## src/hw/dacdb_defines.svh

```systemverilog
`ifndef DACDB_DEFINES_SVH
`define DACDB_DEFINES_SVH

// minimum pulse widths in ns, and the clock period in ns
`define DACDB_CLK_PERIOD_NS   8
`define DACDB_CS_LOW_NS       100
`define DACDB_BYTE_PULSE_NS   100
`define DACDB_CONV_PULSE_NS   100
`define DACDB_SETUP_NS        0
// least times round up to whole cycles, never below one
`define DACDB_CYC_UP(ns)      ((((ns) + `DACDB_CLK_PERIOD_NS - 1) / `DACDB_CLK_PERIOD_NS) < 1 ? 1 : \
                               (((ns) + `DACDB_CLK_PERIOD_NS - 1) / `DACDB_CLK_PERIOD_NS))
`define DACDB_CS_LOW_CYC      `DACDB_CYC_UP(`DACDB_CS_LOW_NS)
`define DACDB_BYTE_PULSE_CYC  `DACDB_CYC_UP(`DACDB_BYTE_PULSE_NS)
`define DACDB_CONV_PULSE_CYC  `DACDB_CYC_UP(`DACDB_CONV_PULSE_NS)
`define DACDB_SETUP_CYC       `DACDB_CYC_UP(`DACDB_SETUP_NS)
// strobe pattern positions: convert, high, low
`define DACDB_POS_CONV        2
`define DACDB_POS_HIGH        1
`define DACDB_POS_LOW         0
// pin levels after reset: select released, strobes low
`define DACDB_SEL_N_RESET     1'h1
`define DACDB_STROBE_RESET    3'h0

`endif

```

## src/hw/dacdb_pkg.sv

```systemverilog
package dacdb_pkg;
    // sequencer states of the host
    typedef enum logic [2:0] {
        DACDB_IDLE,
        DACDB_SETUP,
        DACDB_PULSE,
        DACDB_GAP,
        DACDB_DONE
    } dacdb_state_t;

    // which access the host is making
    typedef enum logic [1:0] {
        DACDB_OP_LOW,
        DACDB_OP_HIGH,
        DACDB_OP_BOTH,
        DACDB_OP_CONV
    } dacdb_op_t;
endpackage

```

## src/hw/dacdb_pulse_timer.sv

```systemverilog
`include "dacdb_defines.svh"

// counts down a pulse width; done is high on the last cycle of the count
module dacdb_pulse_timer #(
    parameter int WIDTH = 8
) (
    input  wire logic             sys_clk_in,
    input  wire logic             reset_in,
    input  wire logic             load_in,
    input  wire logic [WIDTH-1:0] count_in,
    output logic                  done_out
);
    logic [WIDTH-1:0] remain;

    initial begin
        if (WIDTH < 2) $error("dacdb_pulse_timer: WIDTH too small");
    end

    // loaded with the cycle count, stops at one
    always_ff @(posedge sys_clk_in or posedge reset_in) begin
        if (reset_in) begin
            remain <= '0;
        end else if (load_in) begin
            remain <= count_in;
        end else if (remain > WIDTH'(1)) begin
            remain <= remain - WIDTH'(1);
        end
    end

    assign done_out = (remain <= WIDTH'(1)) && !load_in;
endmodule // dacdb_pulse_timer

```

## src/hw/dacdb_host.sv

```systemverilog
`include "dacdb_defines.svh"

module dacdb_host #(
    parameter int BUS16 = 0  // 1: drive 16 data pins and load both bytes at once
) (
    // clock and reset
    input  wire logic        sys_clk_in,
    input  wire logic        reset_in,
    // user command port
    input  wire logic        write_in,
    input  wire logic [15:0] word_in,
    input  wire logic        pass_through_in,
    output logic             ready_out,
    output logic             done_out,
    // pins toward the converter
    output logic             dev_sel_n_out,
    output logic             low_byte_load_out,
    output logic             high_byte_load_out,
    output logic             convert_load_out,
    output logic [15:0]      data_out
);
    localparam int TW = 8;

    dacdb_pkg::dacdb_state_t state;
    dacdb_pkg::dacdb_op_t    op;
    logic [15:0]             word;
    logic                    through;
    logic                    low_done;
    logic                    high_done;
    logic                    tmr_load;
    logic [TW-1:0]           tmr_count;
    logic                    tmr_done;
    logic [2:0]              strobes;

    initial begin
        if (BUS16 != 0 && BUS16 != 1) $error("dacdb_host: BUS16 must be 0 or 1");
        if (`DACDB_CS_LOW_CYC >= (1 << TW)) $error("dacdb_host: pulse count too wide");
    end

    dacdb_pulse_timer #(
        .WIDTH(TW)
    ) u_timer (
        .sys_clk_in(sys_clk_in),
        .reset_in  (reset_in),
        .load_in   (tmr_load),
        .count_in  (tmr_count),
        .done_out  (tmr_done)
    );

    // minimum width count
    // pulse width: the longer of the strobe time and the select time
    assign tmr_count = TW'(`DACDB_BYTE_PULSE_CYC > `DACDB_CS_LOW_CYC ?
                           `DACDB_BYTE_PULSE_CYC : `DACDB_CS_LOW_CYC);
    assign tmr_load  = (state == dacdb_pkg::DACDB_SETUP);

    // only legal patterns
    // strobe pattern for the current access, convert/high/low
    always_comb begin
        strobes = `DACDB_STROBE_RESET;
        unique case (op)
            dacdb_pkg::DACDB_OP_LOW:  strobes = 3'h1;
            dacdb_pkg::DACDB_OP_HIGH: strobes = 3'h2;
            dacdb_pkg::DACDB_OP_BOTH: strobes = through ? 3'h7 : 3'h3;
            dacdb_pkg::DACDB_OP_CONV: strobes = 3'h4;
        endcase
    end

    // sequencer: on 8-bit bus low, high, convert; on 16-bit bus both, convert; pass-through one access of all three
    always_ff @(posedge sys_clk_in or posedge reset_in) begin
        if (reset_in) begin
            state     <= dacdb_pkg::DACDB_IDLE;
            op        <= dacdb_pkg::DACDB_OP_LOW;
            word      <= 16'h0000;
            through   <= 1'h0;
            low_done  <= 1'h0;
            high_done <= 1'h0;
        end else begin
            unique case (state)
                dacdb_pkg::DACDB_IDLE: begin
                    if (write_in) begin
                        word      <= word_in;
                        through   <= pass_through_in;
                        low_done  <= 1'h0;
                        high_done <= 1'h0;
                        // pass-through uses 111 with select low
                        op        <= (BUS16 == 1 || pass_through_in) ? dacdb_pkg::DACDB_OP_BOTH
                                                                     : dacdb_pkg::DACDB_OP_LOW;
                        state     <= dacdb_pkg::DACDB_SETUP;
                    end
                end
                dacdb_pkg::DACDB_SETUP: state <= dacdb_pkg::DACDB_PULSE;
                dacdb_pkg::DACDB_PULSE: begin
                    if (tmr_done) begin
                        state <= dacdb_pkg::DACDB_GAP;
                        if (op == dacdb_pkg::DACDB_OP_LOW)  low_done  <= 1'h1;
                        if (op == dacdb_pkg::DACDB_OP_HIGH) high_done <= 1'h1;
                        if (op == dacdb_pkg::DACDB_OP_BOTH) begin
                            low_done  <= 1'h1;
                            high_done <= 1'h1;
                        end
                    end
                end
                dacdb_pkg::DACDB_GAP: begin
                    // convert only after both bytes loaded; pass-through strobes all three at once and goes straight to DONE
                    if (op == dacdb_pkg::DACDB_OP_CONV || through) begin
                        state <= dacdb_pkg::DACDB_DONE;
                    end else if (!high_done) begin
                        op    <= dacdb_pkg::DACDB_OP_HIGH;
                        state <= dacdb_pkg::DACDB_SETUP;
                    end else begin
                        op    <= dacdb_pkg::DACDB_OP_CONV;
                        state <= dacdb_pkg::DACDB_SETUP;
                    end
                end
                dacdb_pkg::DACDB_DONE: state <= dacdb_pkg::DACDB_IDLE;
            endcase
        end
    end

    // pins: select and data set up in SETUP, strobes only in PULSE
    always_ff @(posedge sys_clk_in or posedge reset_in) begin
        if (reset_in) begin
            dev_sel_n_out      <= `DACDB_SEL_N_RESET;
            low_byte_load_out  <= 1'h0;
            high_byte_load_out <= 1'h0;
            convert_load_out   <= 1'h0;
            data_out           <= 16'h0000;
        end else begin
            // select low only around our access
            dev_sel_n_out <= !(state == dacdb_pkg::DACDB_SETUP || state == dacdb_pkg::DACDB_PULSE);
            // high byte on both halves of the data lines for the high access on 8-bit bus
            if (BUS16 == 0 && op == dacdb_pkg::DACDB_OP_HIGH) begin
                data_out <= {word[15:8], word[15:8]};
            end else begin
                data_out <= word;
            end
            // strobe held full width then dropped
            // stays up through the timer's last cycle, else the pulse is one cycle short of the count
            if (state == dacdb_pkg::DACDB_PULSE) begin
                low_byte_load_out  <= strobes[`DACDB_POS_LOW];
                high_byte_load_out <= strobes[`DACDB_POS_HIGH];
                convert_load_out   <= strobes[`DACDB_POS_CONV];
            end else begin
                low_byte_load_out  <= 1'h0;
                high_byte_load_out <= 1'h0;
                convert_load_out   <= 1'h0;
            end
        end
    end

    // user handshake
    always_ff @(posedge sys_clk_in or posedge reset_in) begin
        if (reset_in) begin
            ready_out <= 1'h0;
            done_out  <= 1'h0;
        end else begin
            ready_out <= (state == dacdb_pkg::DACDB_IDLE) && !write_in;
            done_out  <= (state == dacdb_pkg::DACDB_DONE);
        end
    end

    // assertions
    // no invalid patterns
    property p_no_invalid;
        @(posedge sys_clk_in) disable iff (reset_in)
        !({convert_load_out, high_byte_load_out, low_byte_load_out} inside {3'h5, 3'h6}) &&
        ({convert_load_out, high_byte_load_out, low_byte_load_out} != 3'h3 || BUS16 == 1);
    endproperty
    a_no_invalid: assert property (p_no_invalid) else $error("invalid strobe pattern");

    property p_low_width;
        @(posedge sys_clk_in) disable iff (reset_in)
        $rose(low_byte_load_out) |-> low_byte_load_out [*8] ##1 low_byte_load_out [*5];
    endproperty
    a_low_width: assert property (p_low_width) else $error("low strobe too short");

    property p_high_width;
        @(posedge sys_clk_in) disable iff (reset_in)
        $rose(high_byte_load_out) |-> high_byte_load_out [*8] ##1 high_byte_load_out [*5];
    endproperty
    a_high_width: assert property (p_high_width) else $error("high strobe too short");

    property p_conv_width;
        @(posedge sys_clk_in) disable iff (reset_in)
        $rose(convert_load_out) |-> convert_load_out [*8] ##1 convert_load_out [*5];
    endproperty
    a_conv_width: assert property (p_conv_width) else $error("convert strobe too short");

    property p_sel_low;
        @(posedge sys_clk_in) disable iff (reset_in)
        $fell(dev_sel_n_out) |-> !dev_sel_n_out [*8] ##1 !dev_sel_n_out [*6];
    endproperty
    a_sel_low: assert property (p_sel_low) else $error("select low too short");

    property p_strobe_sel;
        @(posedge sys_clk_in) disable iff (reset_in)
        (low_byte_load_out || high_byte_load_out) |-> !dev_sel_n_out;
    endproperty
    a_strobe_sel: assert property (p_strobe_sel) else $error("byte strobe without select");

    property p_conv_after_bytes;
        @(posedge sys_clk_in) disable iff (reset_in)
        $rose(convert_load_out) |-> (low_done && high_done) || (low_byte_load_out && high_byte_load_out);
    endproperty
    a_conv_after_bytes: assert property (p_conv_after_bytes) else $error("convert before word assembled");

    property p_sel_setup;
        @(posedge sys_clk_in) disable iff (reset_in)
        $rose(low_byte_load_out || high_byte_load_out) |-> $past(!dev_sel_n_out);
    endproperty
    a_sel_setup: assert property (p_sel_setup) else $error("select not set up before strobe");

    property p_done_bound;
        @(posedge sys_clk_in) disable iff (reset_in)
        (state == dacdb_pkg::DACDB_IDLE && write_in && !pass_through_in) |-> ##[20:60] done_out;
    endproperty
    a_done_bound: assert property (p_done_bound) else $error("write not finished in time");

    // one access of 15 cycles, then done and its register
    property p_done_through;
        @(posedge sys_clk_in) disable iff (reset_in)
        (state == dacdb_pkg::DACDB_IDLE && write_in && pass_through_in) |-> ##[16:18] done_out;
    endproperty
    a_done_through: assert property (p_done_through) else $error("pass-through not finished in time");

    c_low: cover property (@(posedge sys_clk_in) disable iff (reset_in) $rose(low_byte_load_out));
    c_conv: cover property (@(posedge sys_clk_in) disable iff (reset_in) $rose(convert_load_out));
    c_through: cover property (@(posedge sys_clk_in) disable iff (reset_in)
        low_byte_load_out && high_byte_load_out && convert_load_out);
    c_done: cover property (@(posedge sys_clk_in) disable iff (reset_in) done_out);
endmodule // dacdb_host

```

## config.mk

```make
export PLATFORM = sky130hd
export DESIGN_NAME = dacdb_host
export DESIGN_NICKNAME = d
export VERILOG_FILES = /design/src/hw/dacdb_pkg.sv /design/src/hw/dacdb_pulse_timer.sv /design/src/hw/dacdb_host.sv
export VERILOG_INCLUDE_DIRS = /design/src /design/src/hw
export SDC_FILE = /design/constraint.sdc
export NUM_CORES = 1
export LEC_CHECK = 0
export BUFFER_PORTS_ARGS = -buffer_cell sky130_fd_sc_hd__buf_2
export CELL_PAD_IN_SITES_DETAIL_PLACEMENT = 0
export CELL_PAD_IN_SITES_GLOBAL_PLACEMENT = 2
export CORE_MARGIN = 3
export CORE_UTILIZATION = 28
export DETAILED_ROUTE_END_ITERATION = 8
export MAX_ROUTING_LAYER = met4
export PLACE_DENSITY_LB_ADDON = 0.1
export SLEW_MARGIN = 20
export SYNTH_ARGS = -nofsm -noshare
export SYNTH_HDL_FRONTEND = slang
export SYNTH_SLANG_ARGS = --single-unit
export TNS_END_PERCENT = 10
```

## constraint.sdc

```tcl
create_clock -name sys_clk_in -period 4.3 [get_ports sys_clk_in]
set_clock_uncertainty 0.1 [all_clocks]
set_input_delay 0.86 -clock sys_clk_in [delete_from_list [all_inputs] [get_ports sys_clk_in]]
set_output_delay 0.86 -clock sys_clk_in [all_outputs]
set_load 0.02 [all_outputs]
```

==> results of run 1 <==
-- path summary, 6_finish.rpt --
check | start | end | slack, ns | depth (start not counted)
max reg2reg | state[1] | op[1] | 2.44 | 4
min | word[14] | data_out[14] | 0.31 | 0
min in group asynchronous | reset_in | u_timer.remain[7] | 0.65 | 2
max | dev_sel_n_out | dev_sel_n_out | 2.38 | 1
max in group asynchronous | reset_in | data_out[1] | 2.78 | 3
min reg2reg | word[14] | data_out[14] | 0.31 | 0
-- cell usage after synthesis --
library cell  instances  area share
a2111oi_2             1      0.0071
xnor2_1               2      0.0082
nor4_4                1       0.010
buf_2                 2      0.0047
dfstp_2               1       0.012
mux2_2                8       0.042
nor2_2                2      0.0059
or2_2                 2      0.0059
a21oi_1               6       0.014
a211oi_1              1      0.0035
nand3_1               1      0.0024
o311ai_0              1      0.0041
inv_1                 8       0.014
o211ai_1              1      0.0035
ha_1                  6       0.035
o21a_1                1      0.0035
nor3b_1               3       0.011
o31ai_1               2      0.0071
o22ai_1               1      0.0029
nand2b_1              1      0.0029
and2b_2               1      0.0041
nor2b_1               2      0.0059
a22oi_1               1      0.0035
and2_1                1      0.0029
mux2i_1               1      0.0047
a31oi_1               1      0.0029
o21ai_0               3      0.0071
buf_4                 2      0.0071
nand3_2               1      0.0047
dfrtp_1              52        0.61
or3_2                 1      0.0035
nor3_1                3      0.0071
nand2_1              61        0.11
xor2_1                1      0.0041
or2b_1                1      0.0035
clkbuf_1              2      0.0035
nor2_1                7       0.012
nor4_1                1      0.0029
-- kinds of logic (layout without fill, tap and decap cells) --
group / count (synthesis) / in the layout / share of synthesized area
flops: 53 / 53 / 0.624
buf+inv: 14 / 57 / 0.0294
xor+xnor: 3 / 3 / 0.0124
fa+ha+maj: 6 / 6 / 0.0353
simple gates: 89 / 89 / 0.192
compound gates: 19 / 19 / 0.0594
mux: 9 / 9 / 0.0471
-- metal layers --
| layer | wire length, um | share of wire | GRT usage |
|---|---|---|---|
| met1 | 2070 | 0.48 | 0.139 |
| met4 | 59 | 0.014 | 0.0403 |
| met2 | 2040 | 0.47 | 0.182 |
| met3 | 173 | 0.040 | 0.0249 |
| met5 | 0 | 0 | - |
-- cell type report --
| class | count | share of cell area |
|---|---|---|
| clock buffer | 5 | 0.0273 |
| clock inverter | 2 | 0.00646 |
| inverter | 8 | 0.0119 |
| multi-input combinational | 126 | 0.293 |
| sequential | 53 | 0.528 |
| tap | 99 | 0.0492 |
| timing repair buffer | 42 | 0.0845 |
-- power breakdown --
part | leakage [nW] | switching (mW) | internal, mW
registers | 0.665 | 0.159 | 0.725
logic | 0.569 | 0.426 | 0.281
clock network | 0.0402 | 0.161 | 0.113
-- metrics by stage --
step / util / std cells / cell area, sq um / worst slack, ns / hold slack, ns
detailed placement: 0.332 / 328 / 2430 / 2.25 / 0.291
CTS: 0.343 / 335 / 2520 / 2.36 / 0.317
global placement: 0.332 / 328 / 2430 / 2.29 / 0.284
finish: 0.343 / 335 / 2520 / 2.38 / 0.315
global route: 0.343 / 335 / 2520 / 2.31 / 0.328
floorplan: - / 193 / 2130 / 2.06 / 0.269
-- state kept, by name, summed over array words and instances (netlist names) --
signal and cells:
dev_sel_n_out 1, low_byte_load_out 1, high_done 1, ready_out 1, u_timer.remain 8, op 2, convert_load_out 1, state 3
high_byte_load_out 1, data_out 16, through 1, done_out 1, word 16
==> metrics.md, run 1 <==
| Metric | Value |
|---|---|
| Horiz. Die Dim | 93.2 um |
| Post-synthesis sequential area ratio | 0.624 |
| Final worst path period share | 0.448 |
| Later-pin clock latency in the skew report | 0.30 ns |
| Largest net degree at the start of global routing | 45 |
| Via Count | 1417 |
| Setup CP Type | reg -> out |
| Synth warn | 0 |
| Core area | 0.00733 sq mm |
| DRC violations left | 0 |
| Max-cap viol count | 0 |
| Worst-Margin Slew | 0.931 ns |
| Final Power | 1.86 mW |
| Outcome | completed |
| Unrepaired setup endpoints after global routing | no |
| Final Net Count | 262 |
| Area occupied by multi-input gates | 737 sq um |
| Worst EP arrival | 0.96 ns |
| Synthesized instance count | 193 |
| Storage cell area | 0.00133 sq mm |
| Initial antenna violation count | 0 |
| CP max FO | 1 |
| Port bufs | 41 |
| Layout cells sized above 1 | 0.288 |
| Max Root-Sink Buffers | 2 |
| Htree depth | 2 |
| Top Ports | 42 |
| Cell Area, Synth | 0.00213 sq mm |
| FF+latch count, synth | 53 |
| Post-CTS sizing | 0 |
| CTS tree | yes |
| Routed len/inst | 13.0 um |
| Bufs and invs on worst path | 1 |
| Setup TNS | 0 ns |
| Leakage | 1.27 nW |
| First-pass DRT Iterations | 4 |
| Worst path cell trace | buf_2 |
| CP Launch Type | register |
| Die height | 93.2 um |
| Final hold vios | 0 |
| Die area | 0.00868 sq mm |
| Vias in the first global route | 1474 |
| CTS Hold Buffers Added | 0 |
| Clock slew at reported path FFs | 0.10 ns |
| Syn nets | 219 |
| Initial Utilization | 0.290 |
| # diodes | 0 |
| Fmax | 0.520 GHz |
| Rows | 31 |
| DP HPWL | 2990 um |
| Total global-route track usage | 0.112 |
| GPL Wtd Cong | 0.677 |
| Routed WL | 4350 um |
| Pwr dens | 741 mW/mm^2 |
| Syn avg cell area | 11.0 sq um |
| CP delay by family, top | flip-flops |
| Slowest Stage Delay on Critical Path | 0.52 ns |
| Post-route ant nets | 0 |
| Root Driver | clkbuf_8 |
| Layout area overhead | 18.3% |
| Initial drt markers | 26 |
| Maximum vdd drop | 0.000270 V |
| Setup violations, final | 0 |
| Crit. End Element | primary output |
| Slew Limit Fails | 0 |
| Most common cell after layout, fill and taps aside | nand2_1 |
| Worst EP required | 3.34 ns |
| Fin crit period | 1.92 ns |
| Post-CTS Setup Bufs | 0 |
| Most frequent cells in the layout | nand2_1 (61), dfrtp_1 (52), buf_2 (41) |
| Slowest cell on the critical path | dfstp_2 |
| Fillers | 793 |
| Cts bufs inserted | 5 |
| Routed vias/inst | 4.23 |
| First-pass GRT wire length | 7360 um |
| Synth unique cells | 38 |
| Hold WC Path Type | reg -> reg |
| # clock sinks | 53 |
| Global route total overflow | 0 |
| Slew headroom | 0.379 |
No activity file was read; power rests on OpenSTA's default activity.
==> run 2, diff against run 1 <==
- clock period: 4.3 -> 1.91 ns (I/O delays scaled with it)
==> metrics.md, run 2 (synthesis gave the netlist of run 1 again) <==
| Metric | Value |
|---|---|
| Outcome | completed (unchanged) |
| Layout cells sized above 1 | 0.307 (was 0.288) |
| Sequential Power Share | 0.442 (was 0.474) |
| Routed len/inst | 12.4 um (was 13.0 um) |
| Initial drt markers | 44 (was 26) |
| Fin crit period | 1.63 ns |
| Post-route ant nets | 0 (unchanged) |
| Final hold vios | 0 (unchanged) |
| Htree depth | 2 (unchanged) |
| Total global-route track usage | 0.113 (was 0.112) |
| Sw power | 1.69 mW (was 0.746 mW) |
| Initial antenna violation count | 0 (unchanged) |
| Pwr dens | 1710 mW/mm^2 (was 741 mW/mm^2) |
| GPL Wtd Cong | 0.705 (was 0.677) |
| Largest net degree at the start of global routing | 54 (was 45) |
| Vias in the first global route | 1530 (was 1474) |
| Die area | 0.00868 sq mm (unchanged) |
| # diodes | 0 (unchanged) |
| CP Launch Type | register (unchanged) |
| Clock slew at reported path FFs | 0.09 ns (was 0.10 ns) |
| Worst EP arrival | 1.71 ns (was 0.96 ns) |
| Fin area | 0.00261 sq mm (was 0.00252 sq mm) |
| DRC violations left | 0 (unchanged) |
| CTS tree | yes (unchanged) |
| Largest regs | data_out (16), word (16), u_timer.remain (8) (unchanged) |
| Rows | 31 (unchanged) |
| CP max FO | 6 (was 1) |
| Post-CTS Setup Bufs | 0 (unchanged) |
| Worst hold margin | 0.0176 ns (was 0.315 ns) |
| Core area | 0.00733 sq mm (unchanged) |
| Post-CTS sizing | 0 (unchanged) |
| Max-cap viol count | 0 (unchanged) |
| Max Root-Sink Buffers | 2 (unchanged) |
| Setup violations, final | 0 (unchanged) |
| FF-to-FF setup slack | 0.28 ns (was 2.44 ns) |
| Layout area overhead | 22.8% (was 18.3%) |
| CTS Hold Buffers Added | 0 (unchanged) |
| Horiz. Die Dim | 93.2 um (unchanged) |
| Via Count | 1440 (was 1417) |
| Routed vias/inst | 4.20 (was 4.23) |
| Cell Area, Placed | 0.00250 sq mm (was 0.00243 sq mm) |
| Maximum vdd drop | 0.000612 V (was 0.000270 V) |
| P_int | 2.78 mW (was 1.12 mW) |
| Leakage | 1.33 nW (was 1.27 nW) |
| Crit. End Element | register (was primary output) |
| Clk pwr share | 0.175 (was 0.147) |
| Setup CP Type | reg -> reg (was reg -> out) |
| Root Driver | clkbuf_8 (unchanged) |
| First-pass GRT wire length | 7420 um (was 7360 um) |
| Port bufs | 41 (unchanged) |
| Fmax | 0.614 GHz |
| Final Net Count | 269 (was 262) |
| Slew headroom | 0.718 (was 0.379) |
| Most frequent cells in the layout | nand2_1 (61), dfrtp_1 (52), buf_2 (41) (unchanged) |
| Worst EP required | 1.99 ns (was 3.34 ns) |
| Combinational share of power | 0.382 (was 0.379) |
| Most common cell after layout, fill and taps aside | nand2_1 (unchanged) |
| Global route total overflow | 0 (unchanged) |
| Top Ports | 42 (unchanged) |
| Cts bufs inserted | 5 (unchanged) |
| # clock sinks | 53 (unchanged) |
| Slew Limit Fails | 0 (unchanged) |
| Util after Layout | 0.356 (was 0.343) |
| Die height | 93.2 um (unchanged) |
| Placed Cells incl. Taps | 335 (was 328) |
| Initial Utilization | 0.290 (unchanged) |
| Non-filler cells in the finished layout | 343 (was 335) |
| Routed WL | 4260 um (was 4350 um) |
| Final worst path period share | 0.853 |
| First-pass DRT Iterations | 4 (unchanged) |
| Switching portion of total power | 0.377 (was 0.400) |
| Hold WC Path Type | in -> async (was reg -> reg) |
| Setup TNS | 0 ns (unchanged) |
| DP HPWL | 2950 um (was 2990 um) |
| Worst-Margin Slew | 0.423 ns (was 0.931 ns) |
| Later-pin clock latency in the skew report | 0.30 ns (about the same) |
| Unrepaired setup endpoints after global routing | no (unchanged) |
[run 2: stage by stage]
| stage | worst slack (ns) | power, mW |
|---|---|---|
| after floorplan | 0.143 | 3.15 |
| after global placement | 0.309 | 3.78 |
| after CTS | 0.261 | 4.57 |
| after global routing | 0.146 | 4.87 |
| after detailed placement | 0.289 | 3.76 |
| final | 0.281 | 4.47 |
[run 2: routing by layer]
layer,share of wire,global-route usage
met1,0.49,0.151
met5,0,-
met3,0.043,0.0290
met2,0.45,0.170
met4,0.014,0.0366
[run 2: cell type report]
| type | count | area, sq um |
|---|---|---|
| clock inverters | 1 | 30.0 |
| repair buffers | 49 | 278 |
| well taps | 99 | 124 |
| fillers | 763 | 4720 |
| flip-flops and latches | 53 | 1330 |
| multi-input cells | 126 | 737 |
| clock buffers | 7 | 86.3 |
| inverters | 8 | 30.0 |
[run 2: worst paths after layout]
| path | startpoint | endpoint | depth (start not counted) |
|---|---|---|---|
| setup / recovery | u_timer.remain[0] | u_timer.remain[0] | 6 |
| hold / removal | reset_in | data_out[9] | 3 |
| setup reg to reg | u_timer.remain[0] | u_timer.remain[0] | 6 |
| hold reg to reg | word[14] | data_out[14] | 0 |
| max in group asynchronous | reset_in | dev_sel_n_out | 3 |
| min in group sys_clk_in | word_in[5] | word[5] | 3 |
[run 2: critical path, stage by stage (launching register included)]
cell	delay (ns)
dfrtp_1	0.42
inv_1	0.06
ha_1	0.23
or2_2	0.33
nand3_2	0.14
xnor2_1	0.13
o21ai_0	0.10
[run 2: power by group through the flow]
stage / Combinational, mW / Sequential (mW) / Clock, mW
6_report: 1.71 / 1.98 / 0.783
5_1_grt: 1.95 / 2.05 / 0.870
4_1_cts: 1.76 / 1.99 / 0.824
3_5_place_dp: 1.75 / 2.01 / 0
3_3_place_gp: 1.76 / 2.01 / 0
2_1_floorplan: 0.974 / 2.17 / 0
